[config.mk]
export PLATFORM = sky130hd
export DESIGN_NAME = dlc_ctrl
export DESIGN_NICKNAME = d
export VERILOG_FILES = /design/src/core/dlc_ctrl.v /design/src/core/dlc_sync.v
export VERILOG_INCLUDE_DIRS = /design/src /design/src/core
export SDC_FILE = /design/constraint.sdc
export NUM_CORES = 1
export LEC_CHECK = 0
export BUFFER_PORTS_ARGS = -buffer_cell sky130_fd_sc_hd__clkbuf_2
export CELL_PAD_IN_SITES_DETAIL_PLACEMENT = 1
export CELL_PAD_IN_SITES_GLOBAL_PLACEMENT = 1
export CORE_UTILIZATION = 50
export DETAILED_ROUTE_END_ITERATION = 10
export GPL_ROUTABILITY_DRIVEN = 0
export PLACE_DENSITY = 0.8
export SLEW_MARGIN = 15
export SYNTH_ARGS = -nofsm -noshare
export SYNTH_HDL_FRONTEND = slang
export SYNTH_SLANG_ARGS = --single-unit
[constraint.sdc]
create_clock -name SYS_CLK_I -period 5.95 [get_ports SYS_CLK_I]
set_input_delay 0.595 -clock SYS_CLK_I [delete_from_list [all_inputs] [get_ports SYS_CLK_I]]
set_output_delay 0.595 -clock SYS_CLK_I [all_outputs]
set_load 0.03 [all_outputs]
[src/core/dlc_regs.vh]
// constants for the dual supply controller two-wire front end
// Notes on behaviour
// - data changes only while clock low
// - detect start and stop while clock high
// - eight bits msb first, then ack slot
// - addressed device pulls data low during ack
// - no ack while undervoltage lockout active
// - address 00010 plus two select bits
// - one interface, address picks section
// - start, address with rw, data, stop
// - write image field order fixed
// - read image field order fixed
// - both registers clear at power on
// - write loads all eight bits
// - select and comp pick output level
// - tone gated by gate pin when non-continuous
// - continuous tone when both tone bits set
// - tone bits clear enable external modulation
// - tone output follows tone transmit bit
// - style bit picks pulsed or static limit
// - readback bits equal last written
// - fault flags read one while present
// - master ack requests another read byte
// - lockout ignores bus and zeroes registers
`ifndef DLC_REGS_VH
`define DLC_REGS_VH
`define DLC_ADDR_HI 5'h02
`define DLC_SR_RESET 8'h00
`define DLC_BIT_LIMIT_STYLE 7
`define DLC_BIT_TONE_TX 6
`define DLC_BIT_TONE_CONT 5
`define DLC_BIT_LINE_COMP 4
`define DLC_BIT_VOLTAGE_HIGH_SELECT 3
`define DLC_BIT_POWER_EN 2
`define DLC_BIT_FW4 1
`define DLC_BIT_FW5 0
`define DLC_LEVEL_13V3 2'h0
`define DLC_LEVEL_14V3 2'h1
`define DLC_LEVEL_18V2 2'h2
`define DLC_LEVEL_19V2 2'h3
`endif

[src/core/dlc_ctrl.v]
// two-wire slave and per-section control and status registers
`timescale 1ns/10ps
`include "dlc_regs.vh"
module dlc_ctrl (
	input wire SYS_CLK_I,
	input wire RESET_N_I,
	input wire SCL_I,
	input wire SDA_I,
	output wire SDA_O,
	output wire SDA_OE_N_O,
	input wire [1:0] ADDR_SEL_A_I,
	input wire [1:0] ADDR_SEL_B_I,
	input wire UNDERVOLTAGE_LOCKOUT_I,
	input wire TONE_GATE_IN_A_I,
	input wire TONE_GATE_IN_B_I,
	input wire OVERTEMP_A_I,
	input wire OVERTEMP_B_I,
	input wire OVERLOAD_A_I,
	input wire OVERLOAD_B_I,
	output reg POWER_EN_A_O,
	output reg POWER_EN_B_O,
	output reg [1:0] LEVEL_A_O,
	output reg [1:0] LEVEL_B_O,
	output reg TONE_OUTPUT_A_O,
	output reg TONE_OUTPUT_B_O,
	output reg EXT_MOD_EN_A_O,
	output reg EXT_MOD_EN_B_O,
	output reg STATIC_LIMIT_A_O,
	output reg STATIC_LIMIT_B_O
);
	////////////////////////////////////////////////////////////////////////////
	// states, one-hot
	// idle   - waiting for a start; the data line is released
	// addr   - shifting in seven address bits and the read/write bit
	// wdata  - shifting in a control byte for the selected section
	// rdata  - shifting out the read image, one bit per clock fall
	// ack    - our pull-down slot after a byte, or the load of a read byte
	// mack   - the master's acknowledge slot after a byte we sent
	// a stop from any state returns to idle, a start from any state restarts
	// the address phase, so a master that aborts mid-byte never wedges us
	// the serial engine runs entirely on the system clock; the bus clock is
	// only sampled, so its low phase must cover the synchroniser delay plus
	// one cycle for the pull-down to settle before the master samples it
	localparam ST_IDLE = 6'h01;
	localparam ST_ADDR = 6'h02;
	localparam ST_WDATA = 6'h04;
	localparam ST_RDATA = 6'h08;
	localparam ST_ACK = 6'h10;
	localparam ST_MACK = 6'h20;

	wire [1:0] scl_sda_s;
	wire [1:0] addr_a_s;
	wire [1:0] addr_b_s;
	wire [6:0] misc_s;
	wire scl_s = scl_sda_s[1];
	wire sda_s = scl_sda_s[0];
	wire uvl_s = misc_s[6];

	// every pin passes two flops; the tone gates are async too
	dlc_sync #(.WIDTH(2)) u_sync_bus (
		.clk_i(SYS_CLK_I),
		.reset_n_i(RESET_N_I),
		.async_i({SCL_I, SDA_I}),
		.sync_o(scl_sda_s)
	);
	dlc_sync #(.WIDTH(4)) u_sync_addr (
		.clk_i(SYS_CLK_I),
		.reset_n_i(RESET_N_I),
		.async_i({ADDR_SEL_A_I, ADDR_SEL_B_I}),
		.sync_o({addr_a_s, addr_b_s})
	);
	dlc_sync #(.WIDTH(7)) u_sync_misc (
		.clk_i(SYS_CLK_I),
		.reset_n_i(RESET_N_I),
		.async_i({UNDERVOLTAGE_LOCKOUT_I, TONE_GATE_IN_A_I, TONE_GATE_IN_B_I,
			OVERTEMP_A_I, OVERTEMP_B_I, OVERLOAD_A_I, OVERLOAD_B_I}),
		.sync_o(misc_s)
	);

	////////////////////////////////////////////////////////////////////////////
	// edge detection on synchronised lines
	reg scl_d_reg;
	reg sda_d_reg;
	always @(posedge SYS_CLK_I or negedge RESET_N_I) begin
		if (!RESET_N_I) begin
			scl_d_reg <= 1'b1;
			sda_d_reg <= 1'b1;
		end else begin
			scl_d_reg <= scl_s;
			sda_d_reg <= sda_s;
		end
	end
	wire scl_rise = scl_s & ~scl_d_reg;
	wire scl_fall = ~scl_s & scl_d_reg;
	wire start_det = scl_s & scl_d_reg & sda_d_reg & ~sda_s;
	wire stop_det = scl_s & scl_d_reg & ~sda_d_reg & sda_s;

	// address match: fixed upper five bits plus that section's select pins
	function [1:0] addr_hit;
		input [6:0] addr;
		input [1:0] sel_a;
		input [1:0] sel_b;
		begin
			addr_hit[0] = (addr[6:2] == `DLC_ADDR_HI) && (addr[1:0] == sel_a);
			addr_hit[1] = (addr[6:2] == `DLC_ADDR_HI) && (addr[1:0] == sel_b);
		end
	endfunction

	// read image: factory bits zero, echoed controls, live faults
	function [7:0] read_image;
		input [7:0] sr;
		input ot;
		input ol;
		begin
			read_image = {3'h0, sr[`DLC_BIT_LINE_COMP], sr[`DLC_BIT_VOLTAGE_HIGH_SELECT], sr[`DLC_BIT_POWER_EN], ot, ol};
		end
	endfunction

	////////////////////////////////////////////////////////////////////////////
	// serial engine
	reg [5:0] state_reg, state_next;
	reg [7:0] shift_reg, shift_next;
	reg [2:0] bit_cnt_reg, bit_cnt_next;
	reg rd_mode_reg, rd_mode_next;
	reg sec_b_reg, sec_b_next;
	reg addr_phase_reg, addr_phase_next;
	reg sda_low_reg, sda_low_next;
	reg [7:0] sr_a_reg, sr_a_next;
	reg [7:0] sr_b_reg, sr_b_next;
	reg [1:0] hit;

	// registers and state; lockout forces idle and zero registers
	always @(posedge SYS_CLK_I or negedge RESET_N_I) begin
		if (!RESET_N_I) begin
			state_reg <= ST_IDLE;
			shift_reg <= 8'h00;
			bit_cnt_reg <= 3'h0;
			rd_mode_reg <= 1'b0;
			sec_b_reg <= 1'b0;
			addr_phase_reg <= 1'b0;
			sda_low_reg <= 1'b0;
			sr_a_reg <= `DLC_SR_RESET;
			sr_b_reg <= `DLC_SR_RESET;
		end else begin
			state_reg <= state_next;
			shift_reg <= shift_next;
			bit_cnt_reg <= bit_cnt_next;
			rd_mode_reg <= rd_mode_next;
			sec_b_reg <= sec_b_next;
			addr_phase_reg <= addr_phase_next;
			sda_low_reg <= sda_low_next;
			sr_a_reg <= sr_a_next;
			sr_b_reg <= sr_b_next;
		end
	end

	// next-state logic; outside lockout the data pull-down moves only on clock falls
	// addr_phase_reg flags that eight bits have been shifted in; it is set on
	// the eighth bus clock rise and cleared when the ack slot ends, so the
	// clock fall that closes a start condition cannot be taken for a byte end
	// lockout has top priority so a sagging supply aborts any transfer at once
	always @* begin
		state_next = state_reg;
		shift_next = shift_reg;
		bit_cnt_next = bit_cnt_reg;
		rd_mode_next = rd_mode_reg;
		sec_b_next = sec_b_reg;
		addr_phase_next = addr_phase_reg;
		sda_low_next = sda_low_reg;
		sr_a_next = sr_a_reg;
		sr_b_next = sr_b_reg;
		hit = addr_hit(shift_reg[7:1], addr_a_s, addr_b_s);
		if (uvl_s) begin
			// lockout: ignore the bus, release data, hold registers zero
			state_next = ST_IDLE;
			sda_low_next = 1'b0;
			sr_a_next = `DLC_SR_RESET;
			sr_b_next = `DLC_SR_RESET;
		end else if (stop_det) begin
			state_next = ST_IDLE;
			sda_low_next = 1'b0;
		end else if (start_det) begin
			// a repeated start is treated as a fresh one, harmless here
			state_next = ST_ADDR;
			bit_cnt_next = 3'h0;
			addr_phase_next = 1'b0;
			sda_low_next = 1'b0;
		end else begin
			case (state_reg)
			ST_IDLE: begin
				sda_low_next = 1'b0;
			end
			ST_ADDR, ST_WDATA: begin
				if (scl_rise) begin
					shift_next = {shift_reg[6:0], sda_s};
					bit_cnt_next = bit_cnt_reg + 3'h1;
				end else if (scl_fall && addr_phase_reg) begin
					// eighth bit done, fall into the ack slot
					state_next = ST_ACK;
					if (state_reg == ST_ADDR) begin
						hit = addr_hit(shift_reg[7:1], addr_a_s, addr_b_s);
						if (hit != 2'h0) begin
							sec_b_next = ~hit[0];
							rd_mode_next = shift_reg[0];
							sda_low_next = 1'b1;
						end else begin
							state_next = ST_IDLE;
						end
					end else begin
						if (sec_b_reg)
							sr_b_next = shift_reg;
						else
							sr_a_next = shift_reg;
						sda_low_next = 1'b1;
					end
				end
				// eighth rise: the byte is complete once the clock falls again
				if (scl_rise && bit_cnt_reg == 3'h7)
					addr_phase_next = 1'b1;
			end
			ST_ACK: begin
				// hold low through the whole ack pulse; at its fall release for a write, or drive the first read bit
				if (scl_fall) begin
					addr_phase_next = 1'b0;
					bit_cnt_next = 3'h0;
					if (rd_mode_reg) begin
						shift_next = sec_b_reg ? read_image(sr_b_reg, misc_s[2], misc_s[0])
							: read_image(sr_a_reg, misc_s[3], misc_s[1]);
						state_next = ST_RDATA;
						sda_low_next = sec_b_reg ? ~shift_next[7] : ~shift_next[7];
					end else begin
						state_next = ST_WDATA;
						sda_low_next = 1'b0;
					end
				end
			end
			ST_RDATA: begin
				// shift out msb first, change only on clock fall
				if (scl_fall) begin
					bit_cnt_next = bit_cnt_reg + 3'h1;
					if (bit_cnt_reg == 3'h7) begin
						state_next = ST_MACK;
						sda_low_next = 1'b0;
					end else begin
						shift_next = {shift_reg[6:0], 1'b0};
						sda_low_next = ~shift_reg[6];
					end
				end
			end
			ST_MACK: begin
				// master ack asks for another byte, nack ends the read
				if (scl_rise) begin
					state_next = sda_s ? ST_IDLE : ST_ACK;
					sda_low_next = 1'b0;
				end
			end
			default: begin
				state_next = ST_IDLE;
			end
			endcase
		end
	end

	// open-drain data: enable low while we pull the line low
	assign SDA_O = 1'b0;
	assign SDA_OE_N_O = ~sda_low_reg;

	////////////////////////////////////////////////////////////////////////////
	// section outputs decoded from the control registers
	function [6:0] section_out;
		input [7:0] sr;
		input gate;
		reg en;
		reg tone;
		begin
			en = sr[`DLC_BIT_POWER_EN];
			// continuous when both set, gated by the pin when only transmit is set, else off
			tone = sr[`DLC_BIT_TONE_TX] & (sr[`DLC_BIT_TONE_CONT] | gate);
			section_out[6] = en;
			section_out[5:4] = en ? {sr[`DLC_BIT_VOLTAGE_HIGH_SELECT], sr[`DLC_BIT_LINE_COMP]} : `DLC_LEVEL_13V3;
			section_out[3] = en & tone;
			section_out[2] = en & ~sr[`DLC_BIT_TONE_TX] & ~sr[`DLC_BIT_TONE_CONT];
			section_out[1] = en & sr[`DLC_BIT_LIMIT_STYLE];
			section_out[0] = 1'b0;
		end
	endfunction

	reg [6:0] out_a;
	reg [6:0] out_b;
	always @* begin
		out_a = section_out(sr_a_reg, misc_s[5]);
		out_b = section_out(sr_b_reg, misc_s[4]);
	end

	// outputs registered so they never glitch during decode
	always @(posedge SYS_CLK_I or negedge RESET_N_I) begin
		if (!RESET_N_I) begin
			POWER_EN_A_O <= 1'b0;
			POWER_EN_B_O <= 1'b0;
			LEVEL_A_O <= `DLC_LEVEL_13V3;
			LEVEL_B_O <= `DLC_LEVEL_13V3;
			TONE_OUTPUT_A_O <= 1'b0;
			TONE_OUTPUT_B_O <= 1'b0;
			EXT_MOD_EN_A_O <= 1'b0;
			EXT_MOD_EN_B_O <= 1'b0;
			STATIC_LIMIT_A_O <= 1'b0;
			STATIC_LIMIT_B_O <= 1'b0;
		end else begin
			POWER_EN_A_O <= out_a[6];
			POWER_EN_B_O <= out_b[6];
			LEVEL_A_O <= out_a[5:4];
			LEVEL_B_O <= out_b[5:4];
			TONE_OUTPUT_A_O <= out_a[3];
			TONE_OUTPUT_B_O <= out_b[3];
			EXT_MOD_EN_A_O <= out_a[2];
			EXT_MOD_EN_B_O <= out_b[2];
			STATIC_LIMIT_A_O <= out_a[1];
			STATIC_LIMIT_B_O <= out_b[1];
		end
	end
endmodule // dlc_ctrl

[src/core/dlc_sync.v]
// two flip-flop synchroniser for asynchronous pins
`timescale 1ns/10ps
module dlc_sync #(
	parameter WIDTH = 1
) (
	input wire clk_i,
	input wire reset_n_i,
	input wire [WIDTH-1:0] async_i,
	output wire [WIDTH-1:0] sync_o
);
	reg [WIDTH-1:0] meta_reg;
	reg [WIDTH-1:0] sync_reg;

	// first stage is read only by the second stage
	always @(posedge clk_i or negedge reset_n_i) begin
		if (!reset_n_i) begin
			meta_reg <= {WIDTH{1'b1}};
			sync_reg <= {WIDTH{1'b1}};
		end else begin
			meta_reg <= async_i;
			sync_reg <= meta_reg;
		end
	end
	assign sync_o = sync_reg;
endmodule // dlc_sync

### Word-level counts from Yosys, hierarchy flattened

Cells that the tools add are included.

| word-level totals | value |
|---|---|
| register bits | 77 |
| output and inout bits | 14 |
| word-level logic and storage cells | 177 |

| operators by class | value |
|---|---|
| $add $sub $neg | 1 |
| eq/ne operators | 32 |
| multiplexer cells | 61 |
| bitwise logic cells | 35 |
| reductions and logical operators | 21 |

Operators with widths:

| kind | number |
|---|---|
| $mux 8 | 21 |
| $mux 6 | 9 |
| $ne 5x4->1 const B | 6 |
| $pmux 6 s5 | 1 |
| $reduce_and 7->1 | 4 |
| $pmux 8 s3 | 1 |
| $mux 5 | 4 |
| $and 1x1->1 | 17 |
| $mux 1 | 15 |
| $not 1->1 | 15 |
| $mux 3 | 4 |
| $ne 3x3->1 const B | 4 |
| $ne 2x1->1 const B | 5 |
| $ne 2x2->1 const B | 5 |
| $pmux 3 s3 | 1 |
| $reduce_and 9->1 | 1 |
| $reduce_and 8->1 | 1 |
| $reduce_bool 2->1 | 4 |
| $reduce_bool 8->1 | 1 |
| $eq 6x1->1 const B | 1 |
| $eq 6x2->1 const B | 1 |
| $eq 6x3->1 const B | 1 |
| $eq 6x4->1 const B | 1 |
| $eq 6x5->1 const B | 1 |
| other kinds (19) | 26 |

### Longest topological paths before layout

Gate-level depths: netlist of run 1.

| logic depth | value |
|---|---|
| depth after elaboration | 11 |
| gate-level depth with buffers | 8 |

### Modules after synthesis

Synthesis of run 1 repeated with hierarchy kept, for this count alone.

| unflattened totals | value |
|---|---|
| cells, all modules | 247 |
| area total of the unflattened synthesis | 3,062.9 sq um |

Modules (own cells, without submodules):

| module | instances | cells an instance | area each (sq um) | sequential area each (sq um) |
|---|---|---|---|---|
| dlc_ctrl | 1 | 221 | 2,379.8 | 1,179.9 |
| dlc_sync (u_sync_misc) | 1 | 14 | 367.9 | 367.9 |
| dlc_sync (u_sync_addr) | 1 | 8 | 210.2 | 210.2 |
| dlc_sync (u_sync_bus) | 1 | 4 | 105.1 | 105.1 |

### Least setup slack after synthesis of run 1

No wires, ideal clock.

| timing path | value |
|---|---|
| kind | register -> register |
| start | register state_reg[4] |
| end | register sda_low_reg |
| arrival | 2,077 ps |
| path slack | 3,745 ps |
| stages on the path, launching flop included | 8 |
| buffers on the path | 1 |
| period minus slack after synthesis | 2,205 ps |
| cell sequence | dfrtp_1 > buf_6 > or4_4 > or3b_4 > nand4_1 > nor2_1 > a211oi_2 > mux2_1 |

| between the ends | value |
|---|---|
| word-level cells in the longest chain between the ends | 8 |

RTL lines:

| item | RTL line | text |
|---|---|---|
| start: declaration | dlc_ctrl.v:121 | `reg [5:0] state_reg, state_next;` |
| start signal: assignment | dlc_ctrl.v:145 | `state_reg <= state_next;` |
| $eq 6x2->1 | dlc_ctrl.v:189, dlc_ctrl.v:200 |  |
| $mux 1 | dlc_ctrl.v:200 | `if (state_reg == ST_ADDR) begin` |
| $mux 1 | dlc_ctrl.v:197 | `end else if (scl_fall && addr_phase_reg) begin` |
| $mux 1 | dlc_ctrl.v:194 | `if (scl_rise) begin` |
| $pmux 1 s5 | dlc_ctrl.v:189 | `case (state_reg)` |
| $mux 1 | dlc_ctrl.v:182 | `end else if (start_det) begin` |
| $mux 1 | dlc_ctrl.v:179 | `end else if (stop_det) begin` |
| $mux 1 | dlc_ctrl.v:173 | `if (uvl_s) begin` |
| end signal: assignment | dlc_ctrl.v:151 | `sda_low_reg <= sda_low_next;` |
| end: declaration | dlc_ctrl.v:127 | `reg sda_low_reg, sda_low_next;` |

Parallel ways exist; a longest one is shown, timed or not. The select of a mux whose other input is x is not followed.
A chain may end at the register's enable or synchronous reset.

### Worst setup path in the final report of run 1

| timing path | value |
|---|---|
| start | register state_reg[0] |
| end | register bit_cnt_reg[0] |

| between the ends | value |
|---|---|
| word-level cells in the longest chain between the ends | 4 |

RTL lines:

| item | RTL line | text |
|---|---|---|
| $eq 6x2->1 / $eq 6x3->1 (equally long branches) | dlc_ctrl.v:189 |  |
| $reduce_or 2->1 | dlc_ctrl.v:189 |  |
| $ne 3x3->1 (no source line) (tied with other cells) | -- |  |
| $reduce_and 6->1 (no source line) / $mux 3 (equally long branches) | -- |  |
| end signal: assignment | dlc_ctrl.v:147 | `bit_cnt_reg <= bit_cnt_next;` |
| end: declaration | dlc_ctrl.v:123 | `reg [2:0] bit_cnt_reg, bit_cnt_next;` |

Parallel ways exist; a longest one is shown, timed or not.

==> results.sh, run 1 <==
export IMPL_drc=0
export IMPL_fin_skew_ns=0.0101
export IMPL_cap_violations=0
export IMPL_clockBufferDepth=2
export IMPL_yosys_warnings=0
export IMPL_area_growth_pct=11.9
export IMPL_synth_fp_nets=291
export IMPL_drive_gt1_share_pct=30.4
export IMPL_worstSetupPathType="flop to flop"
export IMPL_yosys_area_share_adder_pct=0.789
export IMPL_synth_ff_latch_count=73
export IMPL_synth_simple_gate_area_share_pct=15.1
export IMPL_peakVddDrop_uv=306
export IMPL_timing_final_crit_share_pct=47.2
export IMPL_worstPathArrival_ns=3.04
export IMPL_ant_nets=0
export IMPL_synth_top_flop_cell="dfrtp_1"
export IMPL_cts_htree_levels=3
export IMPL_crit_fanout=20
export IMPL_cts_setup_buffers=0
export IMPL_fp_dieW_um=81.7
export IMPL_worst_pin_slew_ns=0.903
export IMPL_timing_fmax_ghz=0.356
export IMPL_fin_setup_tns_ns=0
export IMPL_cts_tree="yes"
export IMPL_port_buffers=27
export IMPL_critPathMaxStageDelay_ns=0.64
export IMPL_initial_core_util_pct=52.7
export IMPL_synthXorXnorAreaFrac_pct=2.21
export IMPL_startpoint_type="flop"
export IMPL_critPathBufInv=0
export IMPL_num_rows=28
export IMPL_yosys_mux_area_fraction_pct=6.07
export IMPL_core_um2=6030
export IMPL_grt_pass1_wl_mm=11.8
export IMPL_hold_viol=0
export IMPL_yosysUniqueCellTypes=59
export IMPL_ys_top_cells_by_area="dfrtp_1 35%, dfstp_2 24%, nand2_1 4.3%"
export IMPL_hpwl_mm=4.68
export IMPL_cts_sinks=73
export IMPL_yosysSeqAreaShare_pct=58.7
export IMPL_antenna_found_initial=0
export IMPL_cellLeakagePower_uw=0.00155
export IMPL_via_count=2202
export IMPL_grt_overflow_total=0
export IMPL_routed_wl_mm=7.30
export IMPL_hold_class="input pin to flop"
export IMPL_nets=315
export IMPL_cp_required_ns=6.18
export IMPL_track_usage_pct=24.8
export IMPL_outcome="finished clean"
export IMPL_ctsResizeCount=0
export IMPL_worstSkewPairLatency_ns=0.35
export IMPL_holdWs_ns=0.320
export IMPL_grt_pass1_vias=2346
export IMPL_power_density_nw_per_um2=298
export IMPL_clk_pin_slew_worst_paths_ns=0.08
export IMPL_wl_per_cell_um=19.3
export IMPL_path_delay_family="simple AND/OR/NAND/NOR gates"
export IMPL_crit_path_cell_trace="nor2_1 > nand4b_1 > a21boi_0 > a211oi_1 > nand2_2 > mux2_4"
export IMPL_syn_area_um2=3170
export IMPL_crit_path_top_delay_cell="nand4b_1"
export IMPL_setup_viol=0
export IMPL_rsz0062_at_grt="false"
export IMPL_async_flop_share_pct=100
export IMPL_root_buffer="clkbuf_8"
export IMPL_synth_area_per_cell_um2=11.6
export IMPL_dieArea_um2=6670
export IMPL_numCtsBuffers=9
export IMPL_holdBufCountCts=0
export IMPL_synth_edf_count=0
export IMPL_largest_reg_flops=8
export IMPL_antennaDiodeCount=0
export IMPL_fp_dieH_um=81.7
export IMPL_synth_top_family_by_area="simple AND/OR/NAND/NOR gates"
export IMPL_drv_slew=0
export IMPL_synth_compound_area_share_pct=13.3
export IMPL_grt_start_max_net_pins=74
export IMPL_synth_top_area_share_pct=34.7
export IMPL_synth_top_area_cell="dfrtp_1"
export IMPL_syn_instance_count=274
export IMPL_io_pins=29
export IMPL_dr_pass1_iters=4
export IMPL_drt_iter0_markers=108
export IMPL_post_route_min_period_ns=2.81
export IMPL_endpoint_kind="flop"
export IMPL_viasPerCell=5.83
export IMPL_slew_headroom_pct=39.8
## Yosys cell counts, types with 2 or more instances
cell type	instances
dfrtp_1	44
nand2_1	36
dfstp_2	29
o21ai_0	24
clkbuf_1	9
inv_1	8
mux2i_1	8
nor2_1	8
a21oi_1	7
xnor2_1	7
and2_1	6
mux2_4	6
nand2b_1	5
nand3_1	5
nand4_1	4
o31ai_1	4
a21boi_0	3
buf_6	3
nor2b_1	3
nor3b_1	3
o21a_1	3
a21bo_2	2
and3_1	2
buf_2	2
ha_1	2
nand4b_1	2
nor4_1	2
o211a_1	2
o21ai_1	2
o32ai_1	2
or4_1	2
or4_4	2
## stage by stage
| step | instance area (µm²) | cells | utilization (%) | power [µW] | setup WS (ns) |
|---|---|---|---|---|---|
| finish | 3550 | 378 | 58.9 | 1060 | 3.14 |
| global route | 3550 | 378 | 58.9 | 1100 | 2.89 |
| global placement | 3320 | 362 | 55.2 | 621 | 3.39 |
| CTS | 3550 | 378 | 58.9 | 1070 | 3.12 |
| detailed placement | 3320 | 362 | 55.2 | 626 | 3.18 |
| floorplan | 3170 | 274 | - | 596 | 3.75 |
## layout by cell type, fill, tap and decap left out, types with 2 or more instances in the layout
cell        count
o211a_1         2
or4_1           2
a21oi_1         7
mux2i_1         8
nand2b_1        5
mux2_4          6
o21ai_1         2
a21bo_2         2
dfrtp_1        44
o32ai_1         2
nor4_1          2
nand2_1        36
and3_1          2
nor2b_1         3
o31ai_1         4
clkbuf_8       10
xnor2_1         7
nand3_1         5
clkinvlp_4      2
or4_4           2
and2_1          6
nand4b_1        2
nor3b_1         3
bufinv_16       2
o21ai_0        24
o21a_1          3
inv_1           8
dfstp_2        29
ha_1            2
nor2_1          8
a21boi_0        3
clkbuf_2       26
nand4_1         4
## power breakdown
part / switching, µW / total (µW) / internal, µW
combinational: 41.8 / 74.9 / 33.1
clock: 190 / 438 / 248
sequential: 19.4 / 544 / 525
total: 251 / 1060 / 806
## layer usage
| layer | GRT usage, % | share of wire (%) | vias up |
|---|---|---|---|
| met4 | 13.5 | 2.8 | 0 |
| met2 | 39.2 | 50 | 52 |
| met3 | 4.67 | 2.8 | 20 |
| met1 | 32.4 | 44 | 1124 |
| li1 | - | - | 1006 |
| met5 | 0 | 0 | - |
## final timing paths
path | startpoint | slack [ns] | to | cells after the start
min reg2reg | u_sync_addr.meta_reg[2] | 0.36 | u_sync_addr.sync_o[2] | 0
min in group asynchronous | RESET_N_I | 0.46 | bit_cnt_reg[1] | 2
max reg2reg | state_reg[0] | 3.14 | bit_cnt_reg[0] | 6
max in group asynchronous | RESET_N_I | 4.93 | POWER_EN_A_O | 2
min | TONE_GATE_IN_B_I | 0.32 | u_sync_misc.meta_reg[4] | 1
max | state_reg[0] | 3.14 | bit_cnt_reg[0] | 6
## final cells by class
class / count / area (µm²)
clock inverter: 6 / 88.8
tap: 75 / 93.8
sequential: 73 / 1860
fill: 657 / 2470
inverter: 8 / 30.0
clock buffer: 10 / 138
timing repair buffer: 28 / 143
multi-input combinational: 178 / 1190
## logic make-up after synthesis
logic type,after synthesis
AND/OR/NAND/NOR,89
adder cells (fa/ha/maj),2
flip-flops,73
multiplexers,16
other,1
buffers and inverters,23
AO/OA/AOI/OAI,62
XOR/XNOR,8
Power figures use the tool's default switching activity.
==> run 2: changes to the inputs <==
--- a/config.mk
+++ b/config.mk
@@ -9,10 +9,10 @@
 export BUFFER_PORTS_ARGS = -buffer_cell sky130_fd_sc_hd__clkbuf_2
 export CELL_PAD_IN_SITES_DETAIL_PLACEMENT = 1
 export CELL_PAD_IN_SITES_GLOBAL_PLACEMENT = 1
-export CORE_UTILIZATION = 50
+export CORE_UTILIZATION = 47
 export DETAILED_ROUTE_END_ITERATION = 10
 export GPL_ROUTABILITY_DRIVEN = 0
-export PLACE_DENSITY = 0.8
+export PLACE_DENSITY = 0.75
 export SLEW_MARGIN = 15
 export SYNTH_ARGS = -nofsm -noshare
 export SYNTH_HDL_FRONTEND = slang
==> constraint.sdc (replaced) <==
create_clock -name SYS_CLK_I -period 2.75 [get_ports SYS_CLK_I]
set_input_delay 0.275 -clock SYS_CLK_I [delete_from_list [all_inputs] [get_ports SYS_CLK_I]]
set_output_delay 0.275 -clock SYS_CLK_I [all_outputs]
set_load 0.03 [all_outputs]
==> run 2 against run 1 <==
The run now ends with DRC left; clock-buffer cell count is 1 lower; sequential power is 120% higher; highest routed layer unchanged; critical path depth is 1 lower; largest cell class unchanged.
==> results.sh, run 2 (same netlist as run 1, synthesis figures left out) <==
export IMPL_outcome="finished with violations"
export IMPL_violations="DRC"
export IMPL_p_total_uw=2300
export IMPL_grt_pass1_wl_mm=11.3
export IMPL_fp_dieH_um=84.2
export IMPL_post_route_min_period_ns=2.43
export IMPL_routed_wl_mm=6.84
export IMPL_reg2reg_to="shift_reg[0]"
export IMPL_io_pins=29
export IMPL_crit_cells=5
export IMPL_most_common_layout_cells="44 x dfrtp_1, 36 x nand2_1, 29 x dfstp_2"
export IMPL_worst_pin_slew_ns=0.796
export IMPL_fp_dieW_um=84.2
export IMPL_num_rows=29
export IMPL_ctsResizeCount=0
export IMPL_setup_viol=0
export IMPL_holdBufCountCts=12
export IMPL_drt_iter0_markers=113
export IMPL_drive_gt1_share_pct=29.5
export IMPL_multiInputGateArea_um2=1190
export IMPL_worstPathArrival_ns=2.67
export IMPL_via_count=2207
export IMPL_largest_reg_flops=8
export IMPL_cellLeakagePower_uw=0.00163
export IMPL_crit_path_cell_trace="or4_4 > nor3b_1 > o21ai_0 > and4_1 > mux2_4"
export IMPL_hold_viol=0
export IMPL_startpoint_type="flop"
export IMPL_cp_required_ns=2.99
export IMPL_peakVddDrop_uv=478
export IMPL_placedCellCount=366
export IMPL_ant_nets=0
export IMPL_rr_worst_depth=5
export IMPL_fin_cells=396
export IMPL_core_um2=6420
export IMPL_crit_path_top_delay_cell="or4_4"
export IMPL_antenna_found_initial=0
export IMPL_drc=4
export IMPL_holdWs_ns=0.358
export IMPL_cap_violations=0
export IMPL_slew_headroom_pct=46.9
export IMPL_area_growth_pct=16.9
export IMPL_endpoint_kind="flop"
export IMPL_grt_overflow_total=0
export IMPL_place_area_um2=3340
export IMPL_clk_pin_slew_worst_paths_ns=0.08
export IMPL_power_density_nw_per_um2=621
export IMPL_numCtsBuffers=9
export IMPL_initial_core_util_pct=49.4
export IMPL_grt_pass1_vias=2251
export IMPL_worstSetupPathType="flop to flop"
export IMPL_fin_setup_tns_ns=0
export IMPL_layout_commonest_cell="dfrtp_1"
export IMPL_crit_fanout=10
export IMPL_timing_fmax_ghz=0.411
export IMPL_setup_worst_path_end="shift_reg[0]"
export IMPL_nFillCells=684
export IMPL_track_usage_pct=21.2
export IMPL_cts_setup_buffers=0
export IMPL_path_delay_family="simple AND/OR/NAND/NOR gates"
export IMPL_wl_per_cell_um=17.3
export IMPL_root_buffer="clkbuf_8"
export IMPL_regToRegSetupSlack_ns=0.32
export IMPL_port_buffers=27
export IMPL_drv_slew=0
export IMPL_antennaDiodeCount=0
export IMPL_register_area_um2=1860
export IMPL_hpwl_mm=4.62
export IMPL_design_area_um2=3710
export IMPL_r2r_start="state_reg[4]"
export IMPL_nets=331
export IMPL_viasPerCell=5.57
export IMPL_cp_startpoint="state_reg[4]"
export IMPL_cts_htree_levels=3
export IMPL_timing_final_crit_share_pct=88.5
export IMPL_dieArea_um2=7080
export IMPL_clockBufferDepth=2
export IMPL_cts_sinks=73
export IMPL_worstSkewPairLatency_ns=0.35
export IMPL_cts_tree="yes"
export IMPL_grt_start_max_net_pins=38
export IMPL_dr_pass1_iters=7
export IMPL_fin_skew_ns=0.00761
export IMPL_rsz0062_at_grt="false"
export IMPL_hold_class="flop to flop"
export IMPL_min_delay_path_depth=0
export IMPL_critPathBufInv=0
export IMPL_critPathMaxStageDelay_ns=0.57
==> run 2: cell types whose count changed in the layout (fill, tap and decap cells not counted), sizes merged <==
cell	previous run	this run
clkinv	1	3
inv	9	10
clkinvlp	2	0
buf	2	4
dlygate4sd3	0	14
clkbuf	36	35
==> run 2: final cells by class <==
cell class	instances	area share (%)
clock buffers	9	3.34
repair buffers	44	8.03
flip-flops and latches	73	50.2
inverters	8	0.810
clock inverters	7	2.77
multi-input cells	178	32.2
well taps	77	2.60
==> run 2: metal layers <==
metal	routed length (µm)	track usage (%)
met5	0	0
met1	3320	30.1
met2	3210	32.3
met3	217	5.51
met4	91	6.58
==> run 2: metrics by stage <==
step | utilization, % | setup slack [ns]
floorplan | - | 0.545
global placement | 52.0 | 0.392
detailed placement | 52.0 | 0.354
CTS | 57.4 | 0.335
global route | 57.7 | 0.200
finish | 57.7 | 0.317
==> run 2: worst min path at each step <==
stage | start | endpoint | slack [ns]
after global placement | u_sync_misc.meta_reg[6] | u_sync_misc.sync_o[6] | 0.35
after floorplan | RESET_N_I | EXT_MOD_EN_A_O | -0.02
after CTS | OVERTEMP_A_I | u_sync_misc.meta_reg[3] | 0.0009
after global routing | u_sync_bus.meta_reg[0] | u_sync_bus.sync_o[0] | 0.36
final | u_sync_bus.meta_reg[0] | u_sync_bus.sync_o[0] | 0.36
after detailed placement | u_sync_addr.meta_reg[3] | u_sync_addr.sync_o[3] | 0.35
==> run 2: where the power goes <==
group | total, µW | internal, µW | switching, µW
logic | 177 | 85.2 | 91.7
clock network | 949 | 521 | 428
registers | 1180 | 1140 | 39.7
total | 2300 | 1740 | 559
